[config.mk]
export PLATFORM = sky130hd
export DESIGN_NAME = wdtu_top
export DESIGN_NICKNAME = d
export VERILOG_FILES = /design/src/rtl/wdtu_pkg.sv /design/src/rtl/wdtu_tick_gen.sv /design/src/rtl/wdtu_top.sv
export SDC_FILE = /design/constraint.sdc
export NUM_CORES = 1
export LEC_CHECK = 0
export ABC_AREA = 1
export BUFFER_PORTS_ARGS = -buffer_cell sky130_fd_sc_hd__buf_4
export CORE_ASPECT_RATIO = 1.4
export CORE_MARGIN = 2
export CORE_UTILIZATION = 55
export DETAILED_ROUTE_END_ITERATION = 7
export GPL_TIMING_DRIVEN = 0
export PLACE_DENSITY_LB_ADDON = 0.3
export SYNTH_ARGS = -nofsm -noshare
export SYNTH_HDL_FRONTEND = slang
export SYNTH_HIERARCHICAL = 1
export SYNTH_SLANG_ARGS = --single-unit
[constraint.sdc]
create_clock -name clk_i -period 6 [get_ports clk_i]
set_input_delay 0.9 -clock clk_i [delete_from_list [all_inputs] [get_ports clk_i]]
set_output_delay 0.9 -clock clk_i [all_outputs]
set_load 0.05 [all_outputs]
[src/rtl/wdtu_pkg.sv]
//------------------------------------------------------------
//------------------------------------------------------------
package wdtu_pkg;
  localparam int CLK_HZ = 100_000_000;
  localparam int LFO_HZ = 31_000;
  localparam int TICK_DIV = CLK_HZ / LFO_HZ;
  localparam int CNT_W = 23;
  localparam int PS_W = 5;
  localparam logic [PS_W-1:0] PS_MAX = 5'h12;
  localparam logic [PS_W-1:0] PS_MIN = 5'h00;
  localparam logic [PS_W-1:0] PS_RESET = 5'h0b;
  localparam logic [PS_W:0] PS_BASE_SHIFT = 6'h05;
  localparam logic SWEN_RESET = 1'b0;
  localparam logic [1:0] MODE_OFF = 2'h0;
  localparam logic [1:0] MODE_SW = 2'h1;
  localparam logic [1:0] MODE_AWAKE = 2'h2;
  localparam logic [1:0] MODE_ON = 2'h3;
  localparam int ADDR_W = 8;
  localparam logic [ADDR_W-1:0] ADR_CTRL = 8'h00;
  localparam logic [ADDR_W-1:0] ADR_ISTS = 8'h04;
  localparam logic [ADDR_W-1:0] ADR_ICLR = 8'h08;
  localparam logic [ADDR_W-1:0] ADR_IEN = 8'h0c;
  localparam logic [ADDR_W-1:0] ADR_CNT = 8'h10;
  localparam int CTRL_SWEN_BIT = 0;
  localparam int CTRL_PS_LSB = 1;
  localparam int EV_W = 2;
  localparam int EV_AWAKE = 0;
  localparam int EV_SLEEP = 1;
endpackage

[src/rtl/wdtu_tick_gen.sv]
module wdtu_tick_gen #(
  parameter int DIV = wdtu_pkg::TICK_DIV
) (
  input wire logic clk_i,
  input wire logic rst_i,
  output logic tick_o
);
  localparam int W = $clog2(DIV);
  localparam logic [W-1:0] LAST = W'(DIV - 1);

  generate
    if (DIV < 2) begin : g_bad_div
      $error("tick divider must be at least 2");
    end
  endgenerate

  typedef struct packed {
    logic [W-1:0] cnt;
    logic tick;
  } wdtu_tick_state_t;

  wdtu_tick_state_t st_r;
  wdtu_tick_state_t st_nxt;

  // free-running low-frequency time base; it divides the system clock clk_i, one tick every DIV cycles
  always_comb begin
    st_nxt.tick = (st_r.cnt == LAST);
    st_nxt.cnt = (st_r.cnt == LAST) ? '0 : st_r.cnt + W'(1);
  end

  always_ff @(posedge clk_i) begin
    if (rst_i) begin
      st_r <= '0;
    end else begin
      st_r <= st_nxt;
    end
  end

  assign tick_o = st_r.tick;

  a_tick_single: assert property (@(posedge clk_i) disable iff (rst_i)
    tick_o |=> !tick_o)
    else $error("tick lasted more than one cycle");
endmodule // wdtu_tick_gen

[src/rtl/wdtu_top.sv]
// Design decisions made here: the Wishbone register port and the placing of the registers.
module wdtu_top #(
  parameter int TICK_DIV = wdtu_pkg::TICK_DIV
) (
  input wire logic clk_i,
  input wire logic rst_i,
  input wire logic [1:0] watchdog_mode_config_i,
  input wire logic clear_watchdog_instruction_i,
  input wire logic sleep_i,
  input wire logic osc_fail_i,
  input wire logic oscillator_startup_timer_i,
  input wire logic crystal_clock_i,
  input wire logic wb_cyc_i,
  input wire logic wb_stb_i,
  input wire logic wb_we_i,
  input wire logic [wdtu_pkg::ADDR_W-1:0] wb_adr_i,
  input wire logic [3:0] wb_sel_i,
  input wire logic [31:0] wb_dat_i,
  output logic [31:0] wb_dat_o,
  output logic wb_ack_o,
  output logic wdt_reset_o,
  output logic wake_o,
  output logic expiry_status_flag_o,
  output logic powerdown_status_flag_o,
  output logic irq_o
);
  //------------------------------------------------------------
  // state
  //------------------------------------------------------------
  typedef struct packed {
    logic [wdtu_pkg::PS_W-1:0] ps;
    logic swen;
    logic [wdtu_pkg::CNT_W-1:0] cnt;
    logic sleep_d;
    logic [wdtu_pkg::EV_W-1:0] ists;
    logic [wdtu_pkg::EV_W-1:0] ien;
    logic ack;
    logic [31:0] dat;
    logic rst_req;
    logic wake;
    logic expiry;
    logic powerdown;
    logic irq;
  } wdtu_state_t;

  localparam wdtu_state_t ST_RESET = '{
    ps: wdtu_pkg::PS_RESET,
    swen: wdtu_pkg::SWEN_RESET,
    default: '0
  };

  wdtu_state_t st_r;
  wdtu_state_t st_nxt;
  logic tick;
  logic active;
  logic clr;
  logic terminal;
  logic expire;
  logic sleep_entry;
  logic sleep_exit;
  logic [wdtu_pkg::PS_W-1:0] ps_eff;
  logic [wdtu_pkg::CNT_W-1:0] term_val;
  logic [wdtu_pkg::CNT_W:0] limit;
  logic wb_req;
  logic wr;
  logic [wdtu_pkg::EV_W-1:0] ev_set;
  logic [wdtu_pkg::EV_W-1:0] ev_clr;

  //------------------------------------------------------------
  // parameter checks
  //------------------------------------------------------------
  generate
    if (TICK_DIV < 2) begin : g_bad_tick_div
      $error("tick divider must be at least 2");
    end
    if (wdtu_pkg::CNT_W < int'(wdtu_pkg::PS_BASE_SHIFT) + int'(wdtu_pkg::PS_MAX)) begin : g_bad_cnt_w
      $error("count too narrow for the longest period");
    end
  endgenerate

  //------------------------------------------------------------
  // time base
  //------------------------------------------------------------
  wdtu_tick_gen #(
    .DIV(TICK_DIV)
  ) u_tick (
    .clk_i(clk_i),
    .rst_i(rst_i),
    .tick_o(tick)
  );

  //------------------------------------------------------------
  // mode, period and clear decode
  //------------------------------------------------------------
  always_comb begin
    unique case (watchdog_mode_config_i)
      wdtu_pkg::MODE_ON: active = 1'b1;
      wdtu_pkg::MODE_AWAKE: active = !sleep_i;
      wdtu_pkg::MODE_SW: active = st_r.swen;
      wdtu_pkg::MODE_OFF: active = 1'b0;
    endcase
  end

  assign ps_eff = (st_r.ps > wdtu_pkg::PS_MAX) ? wdtu_pkg::PS_MIN : st_r.ps;
  assign limit = (wdtu_pkg::CNT_W + 1)'(1) << (wdtu_pkg::PS_BASE_SHIFT + {1'b0, ps_eff});
  assign term_val = wdtu_pkg::CNT_W'(limit - (wdtu_pkg::CNT_W + 1)'(1));
  assign sleep_entry = sleep_i && !st_r.sleep_d;
  assign sleep_exit = !sleep_i && st_r.sleep_d;
  assign clr = !active || clear_watchdog_instruction_i || osc_fail_i
    || sleep_entry
    || sleep_exit || (oscillator_startup_timer_i && crystal_clock_i);
  // at or past the end, so a period shortened mid-count still expires on the next tick
  assign terminal = (st_r.cnt >= term_val);
  assign expire = tick && active && !clr && terminal;
  assign ev_set[wdtu_pkg::EV_AWAKE] = expire && !sleep_i;
  assign ev_set[wdtu_pkg::EV_SLEEP] = expire && sleep_i;

  //------------------------------------------------------------
  // bus decode
  //------------------------------------------------------------
  assign wb_req = wb_cyc_i && wb_stb_i && !st_r.ack;
  assign wr = wb_req && wb_we_i;
  assign ev_clr = (wr && wb_adr_i == wdtu_pkg::ADR_ICLR && wb_sel_i[0]) ? wb_dat_i[wdtu_pkg::EV_W-1:0] : '0;

  //------------------------------------------------------------
  // next state
  //------------------------------------------------------------
  always_comb begin
    st_nxt = st_r;
    st_nxt.sleep_d = sleep_i;
    if (clr || expire) begin
      st_nxt.cnt = '0;
    end else if (tick) begin
      st_nxt.cnt = st_r.cnt + wdtu_pkg::CNT_W'(1);
    end
    st_nxt.rst_req = ev_set[wdtu_pkg::EV_AWAKE];
    st_nxt.wake = ev_set[wdtu_pkg::EV_SLEEP];
    // expiry and power-down levels follow each sleep time-out until the core clears the watchdog
    if (ev_set[wdtu_pkg::EV_SLEEP]) begin
      st_nxt.expiry = 1'b1;
      st_nxt.powerdown = 1'b1;
    end else if (clear_watchdog_instruction_i) begin
      st_nxt.expiry = 1'b0;
      st_nxt.powerdown = 1'b0;
    end
    st_nxt.ists = (st_r.ists & ~ev_clr) | ev_set;
    st_nxt.ack = wb_req;
    st_nxt.dat = '0;
    if (wb_req && !wb_we_i) begin
      unique case (wb_adr_i)
        wdtu_pkg::ADR_CTRL: st_nxt.dat = 32'({st_r.ps, st_r.swen});
        wdtu_pkg::ADR_ISTS: st_nxt.dat = 32'(st_r.ists);
        wdtu_pkg::ADR_IEN: st_nxt.dat = 32'(st_r.ien);
        wdtu_pkg::ADR_CNT: st_nxt.dat = 32'(st_r.cnt);
        default: st_nxt.dat = '0;
      endcase
    end
    if (wr && wb_sel_i[0]) begin
      if (wb_adr_i == wdtu_pkg::ADR_CTRL) begin
        st_nxt.swen = wb_dat_i[wdtu_pkg::CTRL_SWEN_BIT];
        st_nxt.ps = wb_dat_i[wdtu_pkg::CTRL_PS_LSB +: wdtu_pkg::PS_W];
      end
      if (wb_adr_i == wdtu_pkg::ADR_IEN) begin
        st_nxt.ien = wb_dat_i[wdtu_pkg::EV_W-1:0];
      end
    end
    st_nxt.irq = |(st_nxt.ists & st_nxt.ien);
  end

  always_ff @(posedge clk_i) begin
    if (rst_i) begin
      st_r <= ST_RESET;
    end else begin
      st_r <= st_nxt;
    end
  end

  assign wb_dat_o = st_r.dat;
  assign wb_ack_o = st_r.ack;
  assign wdt_reset_o = st_r.rst_req;
  assign wake_o = st_r.wake;
  assign expiry_status_flag_o = st_r.expiry;
  assign powerdown_status_flag_o = st_r.powerdown;
  assign irq_o = st_r.irq;

  //------------------------------------------------------------
  // checks
  //------------------------------------------------------------
  a_awake_expiry_reset: assert property (@(posedge clk_i) disable iff (rst_i)
    (tick && active && !clr && terminal && !sleep_i) |=> (wdt_reset_o && !wake_o && st_r.cnt == '0))
    else $error("awake expiry gave no reset");

  a_sleep_expiry_wake: assert property (@(posedge clk_i) disable iff (rst_i)
    (tick && active && !clr && terminal && sleep_i) |=> (wake_o && !wdt_reset_o && expiry_status_flag_o))
    else $error("sleep expiry did not wake");

  a_always_on_counts: assert property (@(posedge clk_i) disable iff (rst_i)
    (watchdog_mode_config_i == wdtu_pkg::MODE_ON && tick && !clr && !terminal)
    |=> st_r.cnt == $past(st_r.cnt) + wdtu_pkg::CNT_W'(1))
    else $error("always-on mode did not count");

  a_awake_mode_sleep: assert property (@(posedge clk_i) disable iff (rst_i)
    (watchdog_mode_config_i == wdtu_pkg::MODE_AWAKE && sleep_i) |=> st_r.cnt == '0)
    else $error("awake-only mode counted in sleep");

  a_sw_mode_stop: assert property (@(posedge clk_i) disable iff (rst_i)
    (watchdog_mode_config_i == wdtu_pkg::MODE_SW && !st_r.swen) |=> st_r.cnt == '0)
    else $error("software mode counted while disabled");

  a_off_mode_idle: assert property (@(posedge clk_i) disable iff (rst_i)
    (watchdog_mode_config_i == wdtu_pkg::MODE_OFF) |=> (st_r.cnt == '0 && !wdt_reset_o))
    else $error("off mode counted");

  a_period_terminal: assert property (@(posedge clk_i) disable iff (rst_i)
    (st_r.ps == wdtu_pkg::PS_MAX) |-> term_val == 23'h7fffff)
    else $error("longest period terminal wrong");

  a_reserved_minimum: assert property (@(posedge clk_i) disable iff (rst_i)
    (st_r.ps > wdtu_pkg::PS_MAX || st_r.ps == wdtu_pkg::PS_MIN) |-> term_val == 23'h00001f)
    else $error("reserved period not minimum");

  a_reset_period: assert property (@(posedge clk_i)
    $fell(rst_i) |-> (st_r.ps == wdtu_pkg::PS_RESET && term_val == 23'h00ffff))
    else $error("period default wrong after reset");

  a_clear_cmd: assert property (@(posedge clk_i) disable iff (rst_i)
    (clear_watchdog_instruction_i || osc_fail_i) |=> st_r.cnt == '0)
    else $error("clear event did not clear count");

  a_sleep_entry_clear: assert property (@(posedge clk_i) disable iff (rst_i)
    (sleep_i && !st_r.sleep_d) |=> st_r.cnt == '0)
    else $error("sleep entry did not clear");

  a_ost_hold_clear: assert property (@(posedge clk_i) disable iff (rst_i)
    (oscillator_startup_timer_i && crystal_clock_i) [*2] |=> st_r.cnt == '0)
    else $error("count moved during start-up hold");

  a_bus_ack_once: assert property (@(posedge clk_i) disable iff (rst_i)
    (wb_cyc_i && wb_stb_i && !wb_ack_o) |=> wb_ack_o ##1 !wb_ack_o)
    else $error("bus ack timing wrong");

  a_sleep_exit_clear: assert property (@(posedge clk_i) disable iff (rst_i)
    (!sleep_i && st_r.sleep_d) |=> st_r.cnt == '0)
    else $error("sleep exit did not clear");

  a_no_tick_hold: assert property (@(posedge clk_i) disable iff (rst_i)
    (!tick && !clr) |=> $stable(st_r.cnt))
    else $error("count moved without a tick");

  a_expire_needs_tick: assert property (@(posedge clk_i) disable iff (rst_i)
    (wdt_reset_o || wake_o) |-> $past(tick))
    else $error("time-out not on a tick");

  a_awake_mode_runs: assert property (@(posedge clk_i) disable iff (rst_i)
    (watchdog_mode_config_i == wdtu_pkg::MODE_AWAKE && !sleep_i && tick && !clr && !terminal)
    |=> st_r.cnt == $past(st_r.cnt) + wdtu_pkg::CNT_W'(1))
    else $error("awake-only mode did not count");

  a_sw_mode_runs: assert property (@(posedge clk_i) disable iff (rst_i)
    (watchdog_mode_config_i == wdtu_pkg::MODE_SW && st_r.swen && tick && !clr && !terminal)
    |=> st_r.cnt == $past(st_r.cnt) + wdtu_pkg::CNT_W'(1))
    else $error("software mode did not count");

  a_clear_wins: assert property (@(posedge clk_i) disable iff (rst_i)
    clear_watchdog_instruction_i |=> (!wdt_reset_o && !wake_o))
    else $error("time-out despite clear");

  a_reset_only_awake: assert property (@(posedge clk_i) disable iff (rst_i)
    sleep_i |=> !wdt_reset_o)
    else $error("reset raised in sleep");

  a_wake_only_asleep: assert property (@(posedge clk_i) disable iff (rst_i)
    !sleep_i |=> !wake_o)
    else $error("wake raised while awake");

  a_reset_pulse: assert property (@(posedge clk_i) disable iff (rst_i)
    wdt_reset_o |=> !wdt_reset_o)
    else $error("reset request longer than one cycle");

  a_wake_pulse: assert property (@(posedge clk_i) disable iff (rst_i)
    wake_o |=> !wake_o)
    else $error("wake longer than one cycle");

  a_flags_cleared: assert property (@(posedge clk_i) disable iff (rst_i)
    (clear_watchdog_instruction_i && !ev_set[wdtu_pkg::EV_SLEEP])
    |=> (!expiry_status_flag_o && !powerdown_status_flag_o))
    else $error("status flags not cleared");

  a_flag_hold: assert property (@(posedge clk_i) disable iff (rst_i)
    (expiry_status_flag_o && !clear_watchdog_instruction_i) |=> expiry_status_flag_o)
    else $error("expiry flag dropped on its own");

  a_status_sticky: assert property (@(posedge clk_i) disable iff (rst_i)
    (ev_clr == '0) |=> (st_r.ists & $past(st_r.ists)) == $past(st_r.ists))
    else $error("status bit fell without a clear");

  a_status_set_wins: assert property (@(posedge clk_i) disable iff (rst_i)
    (ev_set != '0) |=> (st_r.ists & $past(ev_set)) == $past(ev_set))
    else $error("status event lost");

  a_read_idle_zero: assert property (@(posedge clk_i) disable iff (rst_i)
    !wb_ack_o |-> wb_dat_o == '0)
    else $error("read data outside ack");

  a_ack_idle: assert property (@(posedge clk_i) disable iff (rst_i)
    !(wb_cyc_i && wb_stb_i) |=> !wb_ack_o)
    else $error("ack without a request");
endmodule // wdtu_top

== Word level (Yosys, flattened, before mapping) ==
Index checks and enable logic that the tools add are counted.
Storage, ports and cells
  flip-flop bits (word level): 85
  bits in latches: 0
  memory bits (writable): 0
  ROM bits: 0
  input port bits: 56
  logic and storage cells: 78
  memories: 0
Cells by class
  add/subtract/negate cells: 4
  $mul: 0
  div/mod/pow operators: 0
  magnitude comparators: 2
  equality and inequality tests: 8
  shifts and indexed selects: 1
  muxes and demuxes: 8
  bitwise gates (word level): 5
  reduce and logical (&&, ||, !) cells: 35
Operators by type and width (number)
  23-bit one-hot mux with 4 select lines: 1
  23-bit by 1-bit adder with 23-bit output (second input constant): 1
  23-bit greater-or-equal comparator: 1
  1-bit by 6-bit left shift with 23-bit output (first input constant): 1
  23-bit by 1-bit subtractor with 23-bit output (second input constant): 1
  8-bit by 4-bit equality test with 1-bit output (second input constant): 2
  1-bit logical AND: 15
  12-bit by 1-bit adder with 12-bit output (second input constant): 1
  12-bit equality test (second input constant): 1
  2-bit two-way mux: 5
  8-bit by 3-bit equality test with 1-bit output (second input constant): 1
  8-bit by 5-bit equality test with 1-bit output (second input constant): 1
  8-bit zero test: 1
  2-bit OR reduction: 4
  3-bit by 5-bit adder with 6-bit output (first input constant): 1
  1-bit zero test: 6
  1-bit logical OR: 6
  5-bit > comparator (second input constant): 1
  5-bit two-way mux: 1
  2-bit bitwise AND: 2
  2-bit equality test (second input constant): 2
  1-bit one-hot mux with 4 select lines: 1
  2-bit by 1-bit equality test with 1-bit output (second input constant): 1
  2-bit zero test: 1
  other kinds (5): 5

== Depth between registers and ports, before layout ==
  depth after elaboration: 15
  depth in mapped cells: 24
  mapped depth without buffers: 23

== Cells and area by module ==
The synthesis kept the hierarchy.
By module, submodules not included
  wdtu_top: times used 1, cells an instance 583, area an instance 3985.1 um2, sequential area each 1241.2 um2
  wdtu_tick_gen: times used 1, cells an instance 89, area an instance 631.9 um2, sequential area each 260.2 um2

== Worst setup path before layout ==
OpenSTA, ideal clock, no wires.
  path type: reg2reg
  from: register st_r[70] (netlist bit)
  to: register st_r[44] (netlist bit)
  data arrival time: 2.593 ns
  path slack: 3.290 ns
  cell stages (with the launch flop): 23
  path buffers: 2
  cell sequence: dfxtp_1 buf_6 nor2_2 nand2_1 nand2_4 nand2_1 nand3_2 nand2_2 nor2_2 nand3_2 o21bai_1 nand2_1 ha_1 nand2_1 nor2_1 nand2_1 nor2_1 nand2_1 nand4_1 nand2_1 nand2_1 buf_2 nor2_1
Between the ends
  cells in the longest elaborated chain, start to end: 9
RTL lines
  from (decl): line wdtu_top.sv:52  | wdtu_state_t st_r;
  from (signal assigned): line wdtu_top.sv:174  | st_r <= st_nxt;
  5-bit > comparator: line wdtu_top.sv:104  | assign ps_eff = (st_r.ps > wdtu_pkg::PS_MAX) ? wdtu_pkg::PS_MIN : st_r.ps;
  5-bit two-way mux (*): line wdtu_top.sv:104
  3-bit by 5-bit adder with 6-bit output (*): line wdtu_top.sv:105  | assign limit = (wdtu_pkg::CNT_W + 1)'(1) << (wdtu_pkg::PS_BASE_SHIFT + {1'b0, ps_eff});
  1-bit by 6-bit left shift with 23-bit output (*): line wdtu_top.sv:105
  23-bit by 1-bit subtractor with 23-bit output (*): line wdtu_top.sv:106  | assign term_val = wdtu_pkg::CNT_W'(limit - (wdtu_pkg::CNT_W + 1)'(1));
  23-bit greater-or-equal comparator (*): line wdtu_top.sv:113  | assign terminal = (st_r.cnt >= term_val);
  1-bit logical AND (*): line wdtu_top.sv:114  | assign expire = tick && active && !clr && terminal;
  1-bit logical OR (*): line wdtu_top.sv:131  | if (clr || expire) begin
  2-bit OR reduction (no source line) (*)
Every way passes the cells marked *; elsewhere a longest branch is shown, timed or not.
A chain may end at the register's enable or synchronous reset.

== Worst setup path in the final report ==
  from: register st_r[67] (netlist bit)
  to: register st_r[51] (netlist bit)
The elaborated chain is that of the path after synthesis.

==> results.yml <==
routing:
  initialDrtViolationCount: 199
  drc_violations_left: 0
  routed_wl_um: 10810
  met2RoutedLength_um: 5744
  dr.pass1.iters: 4
  ant_nets: 0
  routed_wire_length_per_instance_um: 12.63
  dr_wl_met3_um: 497
  top_layer: "met4"
  route.detailed.vias_per_inst: 5.117
  wl_met1_um: 4122
  num_vias: 4380
cts:
  clk_pin_slew_ns: 0.06
  clock_sink_count: 75
  cts_root_buf: "sky130_fd_sc_hd__clkbuf_16"
  postCtsSetupBuffers: 0
  cts_hold_repair.buffers: 0
  tritoncts: "built"
  htree_num_levels: 3
  clk_latency_ns: 0.35
  clock_path_buffers: 2
  cts_resized: 0
  cts_made_buffers: 9
yosys:
  ys_seq_area_share_pct: 32.52
  synthesis.instances: 672
  synth_top_cell_area_share_pct: 32.52
  number_of_distinct_library_cells_after_synthesis: 42
  synth_top_area_cell: "sky130_fd_sc_hd__dfxtp_1"
  ys_top_cells_by_area: "sky130_fd_sc_hd__dfxtp_1 33%, sky130_fd_sc_hd__nand2_1 13%, sky130_fd_sc_hd__inv_1 7.7%"
  yosys_register_bits: 75
  post-synth-top-count-cell: "sky130_fd_sc_hd__nand2_1"
  mappedNetlistArea_mm2: 0.004617
  synth-edff-count: 0
  synthesis.yosys.warnings: 6
  synth.top_cells.by_count: "154 x sky130_fd_sc_hd__nand2_1, 95 x sky130_fd_sc_hd__inv_1, 92 x sky130_fd_sc_hd__nor2_1"
  syn-mean-instance-area_um2: 6.870
  synth-async-reset-ratio_pct: 0
  synth_flop_cell: "sky130_fd_sc_hd__dfxtp_1"
place:
  dpl.hpwl_um: 8533
  placement.io_buffers: 55
  place.gp.congestion: 0.8960
  detailedPlace.worstSlack_ns: 2.542
setup_path:
  worstPathArrival_ns: 3.78
  critPathMaxFanout: 10
  worstSetupEndpointType: "flip-flop"
  crit_path_max_incr_delay_ns: 0.47
  critical_path.cell_chain: "nand2_2, inv_1, nand2_1, nor2_1, nor2_2, nor2_1, nand2_1, nand2_1, nor2_1, nand2_1, nand2_1, ha_1, nand2_1, nor2_1, nand2_1, nor2_1, nand2_1, nand4_1, nand2_1, nand2_1, buf_2, nor2_1"
  number_of_buffer_and_inverter_instances_along_the_worst_setup_path: 2
  criticalPathCategory: "flip-flop to flip-flop"
  path_delay_family: "simple AND/OR/NAND/NOR gates"
  crit_path_top_delay_cell: "sky130_fd_sc_hd__dfxtp_1"
  cpMostUsedCell: "sky130_fd_sc_hd__nand2_1"
  worstPathRequired_ns: 6.23
  start_kind: "flip-flop"
timing:
  fmax_mhz: 281.9
  slew-limit-headroom_pct: 64.37
  final-setup-viol-count: 0
  timing.setup.tns_ns: 0
  period_needed_ns: 3.547
  final_max_slew_viol_count: 0
  clock-skew-final_ns: 0.01001
  timing_worst_slew_pin_value_ns: 0.5345
  finalCritPeriodShare_pct: 59.12
  rsz0062_at_grt: "false"
  final_hold_viol_count: 0
  layout_setup_ws_ns: 2.453
final_layout:
  nFillCells: 724
  final-seq-area_mm2: 0.001501
  fin_nets: 832
  drive_gt1_share_pct: 18.30
  antenna-diode-count: 0
  flow.area_growth_from_synthesis_pct: 18.43
  multi_input_comb_area_mm2: 0.002487
grt:
  via_count_of_the_first_global_routing_pass: 4147
  grt_first_pass_wirelength_um: 18020
  number_of_antenna_violations_at_the_first_check_in_global_routing: 0
  track_usage_pct: 25.35
  overflow: 0
  grt_start_max_net_pins: 14
power_and_ir_drop:
  totalPowerFinal_mw: 1.062
  static-leakage-power_nw: 2.510
  power_density_mw_per_mm2: 194.2
  irDropWorstVdd_mv: 0.1536
floorplan:
  die_area_mm2: 0.009154
  die_width_um: 81.44
  core_area_mm2: 0.008149
  io-pin-count: 94
  dieHeight_um: 112.4
  initial_utilization_pct: 56.66
  std_cell_rows: 39
run_status:
  run_status: "finished clean"
run:
  max_cap_viol_count: 0
worst_hold_path:
  hold_path.class: "flip-flop to flip-flop"
==> cell families after synthesis <==
| family | after synthesis | synth area share [%] |
|---|---|---|
| adders and majority gates | 27 | 7.317 |
| xor gates and xnor gates | 22 | 4.580 |
| AOI/OAI and AO/OA | 53 | 6.558 |
| buffers and inverters | 139 | 14.50 |
| and+or+nand+nor | 354 | 34.36 |
| DFF | 75 | 32.52 |
| other | 2 | 0.1627 |
==> metrics by stage <==
| stage | hold slack (ns) | area [um2] | utilization (%) | std cells |
|---|---|---|---|---|
| final | 0.4674 | 5468 | 67.10 | 856 |
| after global routing | 0.5070 | 5468 | 67.10 | 856 |
| after CTS | 0.4762 | 5468 | 67.10 | 856 |
| after detailed placement | 0.4619 | 5199 | 63.80 | 840 |
| after global placement | 0.4397 | 5199 | 63.80 | 840 |
| after floorplan | 0.4296 | 4658 | - | 683 |
==> final cells by class <==
type                            instances  area share [%]
Multi-Input combinational cell        469           45.49
Buffer                                 42           5.584
Timing Repair Buffer                   55           7.551
Sequential cell                        75           27.46
Inverter                               97           6.659
Clock inverter                          6          0.7323
Clock buffer                           10           4.188
Tap cell                              102           2.334
==> final timing paths <==
| kind | from | end | slack (ns) | depth (start not counted) |
|---|---|---|---|---|
| worst max-delay path | st_r[67] | st_r[51] | 2.45 | 22 |
| worst min-delay path | u_tick/st_r[1] | u_tick/st_r[1] | 0.47 | 1 |
| worst max register to register | st_r[67] | st_r[51] | 2.45 | 22 |
| worst min register to register | u_tick/st_r[1] | u_tick/st_r[1] | 0.47 | 1 |
==> metal layers <==
layer  global-route usage (%)  vias to the layer above
met5                        0                        -
met4                    13.33                        0
met3                    6.431                       33
met2                    44.70                      117
met1                    26.92                     1982
li1                         -                     2248
==> worst reg2reg max path, cell delays in order (launching register included) <==
cell	delay (ns)
sky130_fd_sc_hd__dfxtp_1	0.47
sky130_fd_sc_hd__nand2_2	0.10
sky130_fd_sc_hd__inv_1	0.09
sky130_fd_sc_hd__nand2_1	0.07
sky130_fd_sc_hd__nor2_1	0.22
sky130_fd_sc_hd__nor2_2	0.08
sky130_fd_sc_hd__nor2_1	0.25
sky130_fd_sc_hd__nand2_1	0.11
sky130_fd_sc_hd__nand2_1	0.10
sky130_fd_sc_hd__nor2_1	0.05
sky130_fd_sc_hd__nand2_1	0.06
sky130_fd_sc_hd__nand2_1	0.05
sky130_fd_sc_hd__ha_1	0.29
sky130_fd_sc_hd__nand2_1	0.07
sky130_fd_sc_hd__nor2_1	0.18
sky130_fd_sc_hd__nand2_1	0.11
sky130_fd_sc_hd__nor2_1	0.11
sky130_fd_sc_hd__nand2_1	0.07
sky130_fd_sc_hd__nand4_1	0.17
sky130_fd_sc_hd__nand2_1	0.13
sky130_fd_sc_hd__nand2_1	0.28
sky130_fd_sc_hd__buf_2	0.31
sky130_fd_sc_hd__nor2_1	0.07
==> report_power, final <==
group	leakage [nW]	internal, mW	switching (mW)
Clock	0.133	0.280	0.215
Sequential	0.605	0.500	0.00208
Combinational	1.77	0.0263	0.0391
Total	2.51	0.806	0.256
==> registers in the layout, summed over array words and instances (netlist names) <==
signal	count
u_tick/st_r	12
wb_dat_o	23
wdt_reset_o	1
u_tick/tick_o	1
wake_o	1
expiry_status_flag_o	1
wb_ack_o	1
st_r	34
irq_o	1
==> placed cells by master, fill, tap and decap left out, drive strengths merged, types with 2 or more instances in the layout <==
cell type	n
nand4	20
inv	98
buf	94
dfxtp	75
o21bai	2
nand2	163
xor2	18
clkbuf	13
conb	13
o21ai	10
nand3	33
nor3	29
nand3b	2
clkinv	4
nor2	101
o211ai	4
or2	3
xnor2	4
nor4	2
o22ai	4
a21oi	28
ha	27
Power figures use the tool's default switching activity.
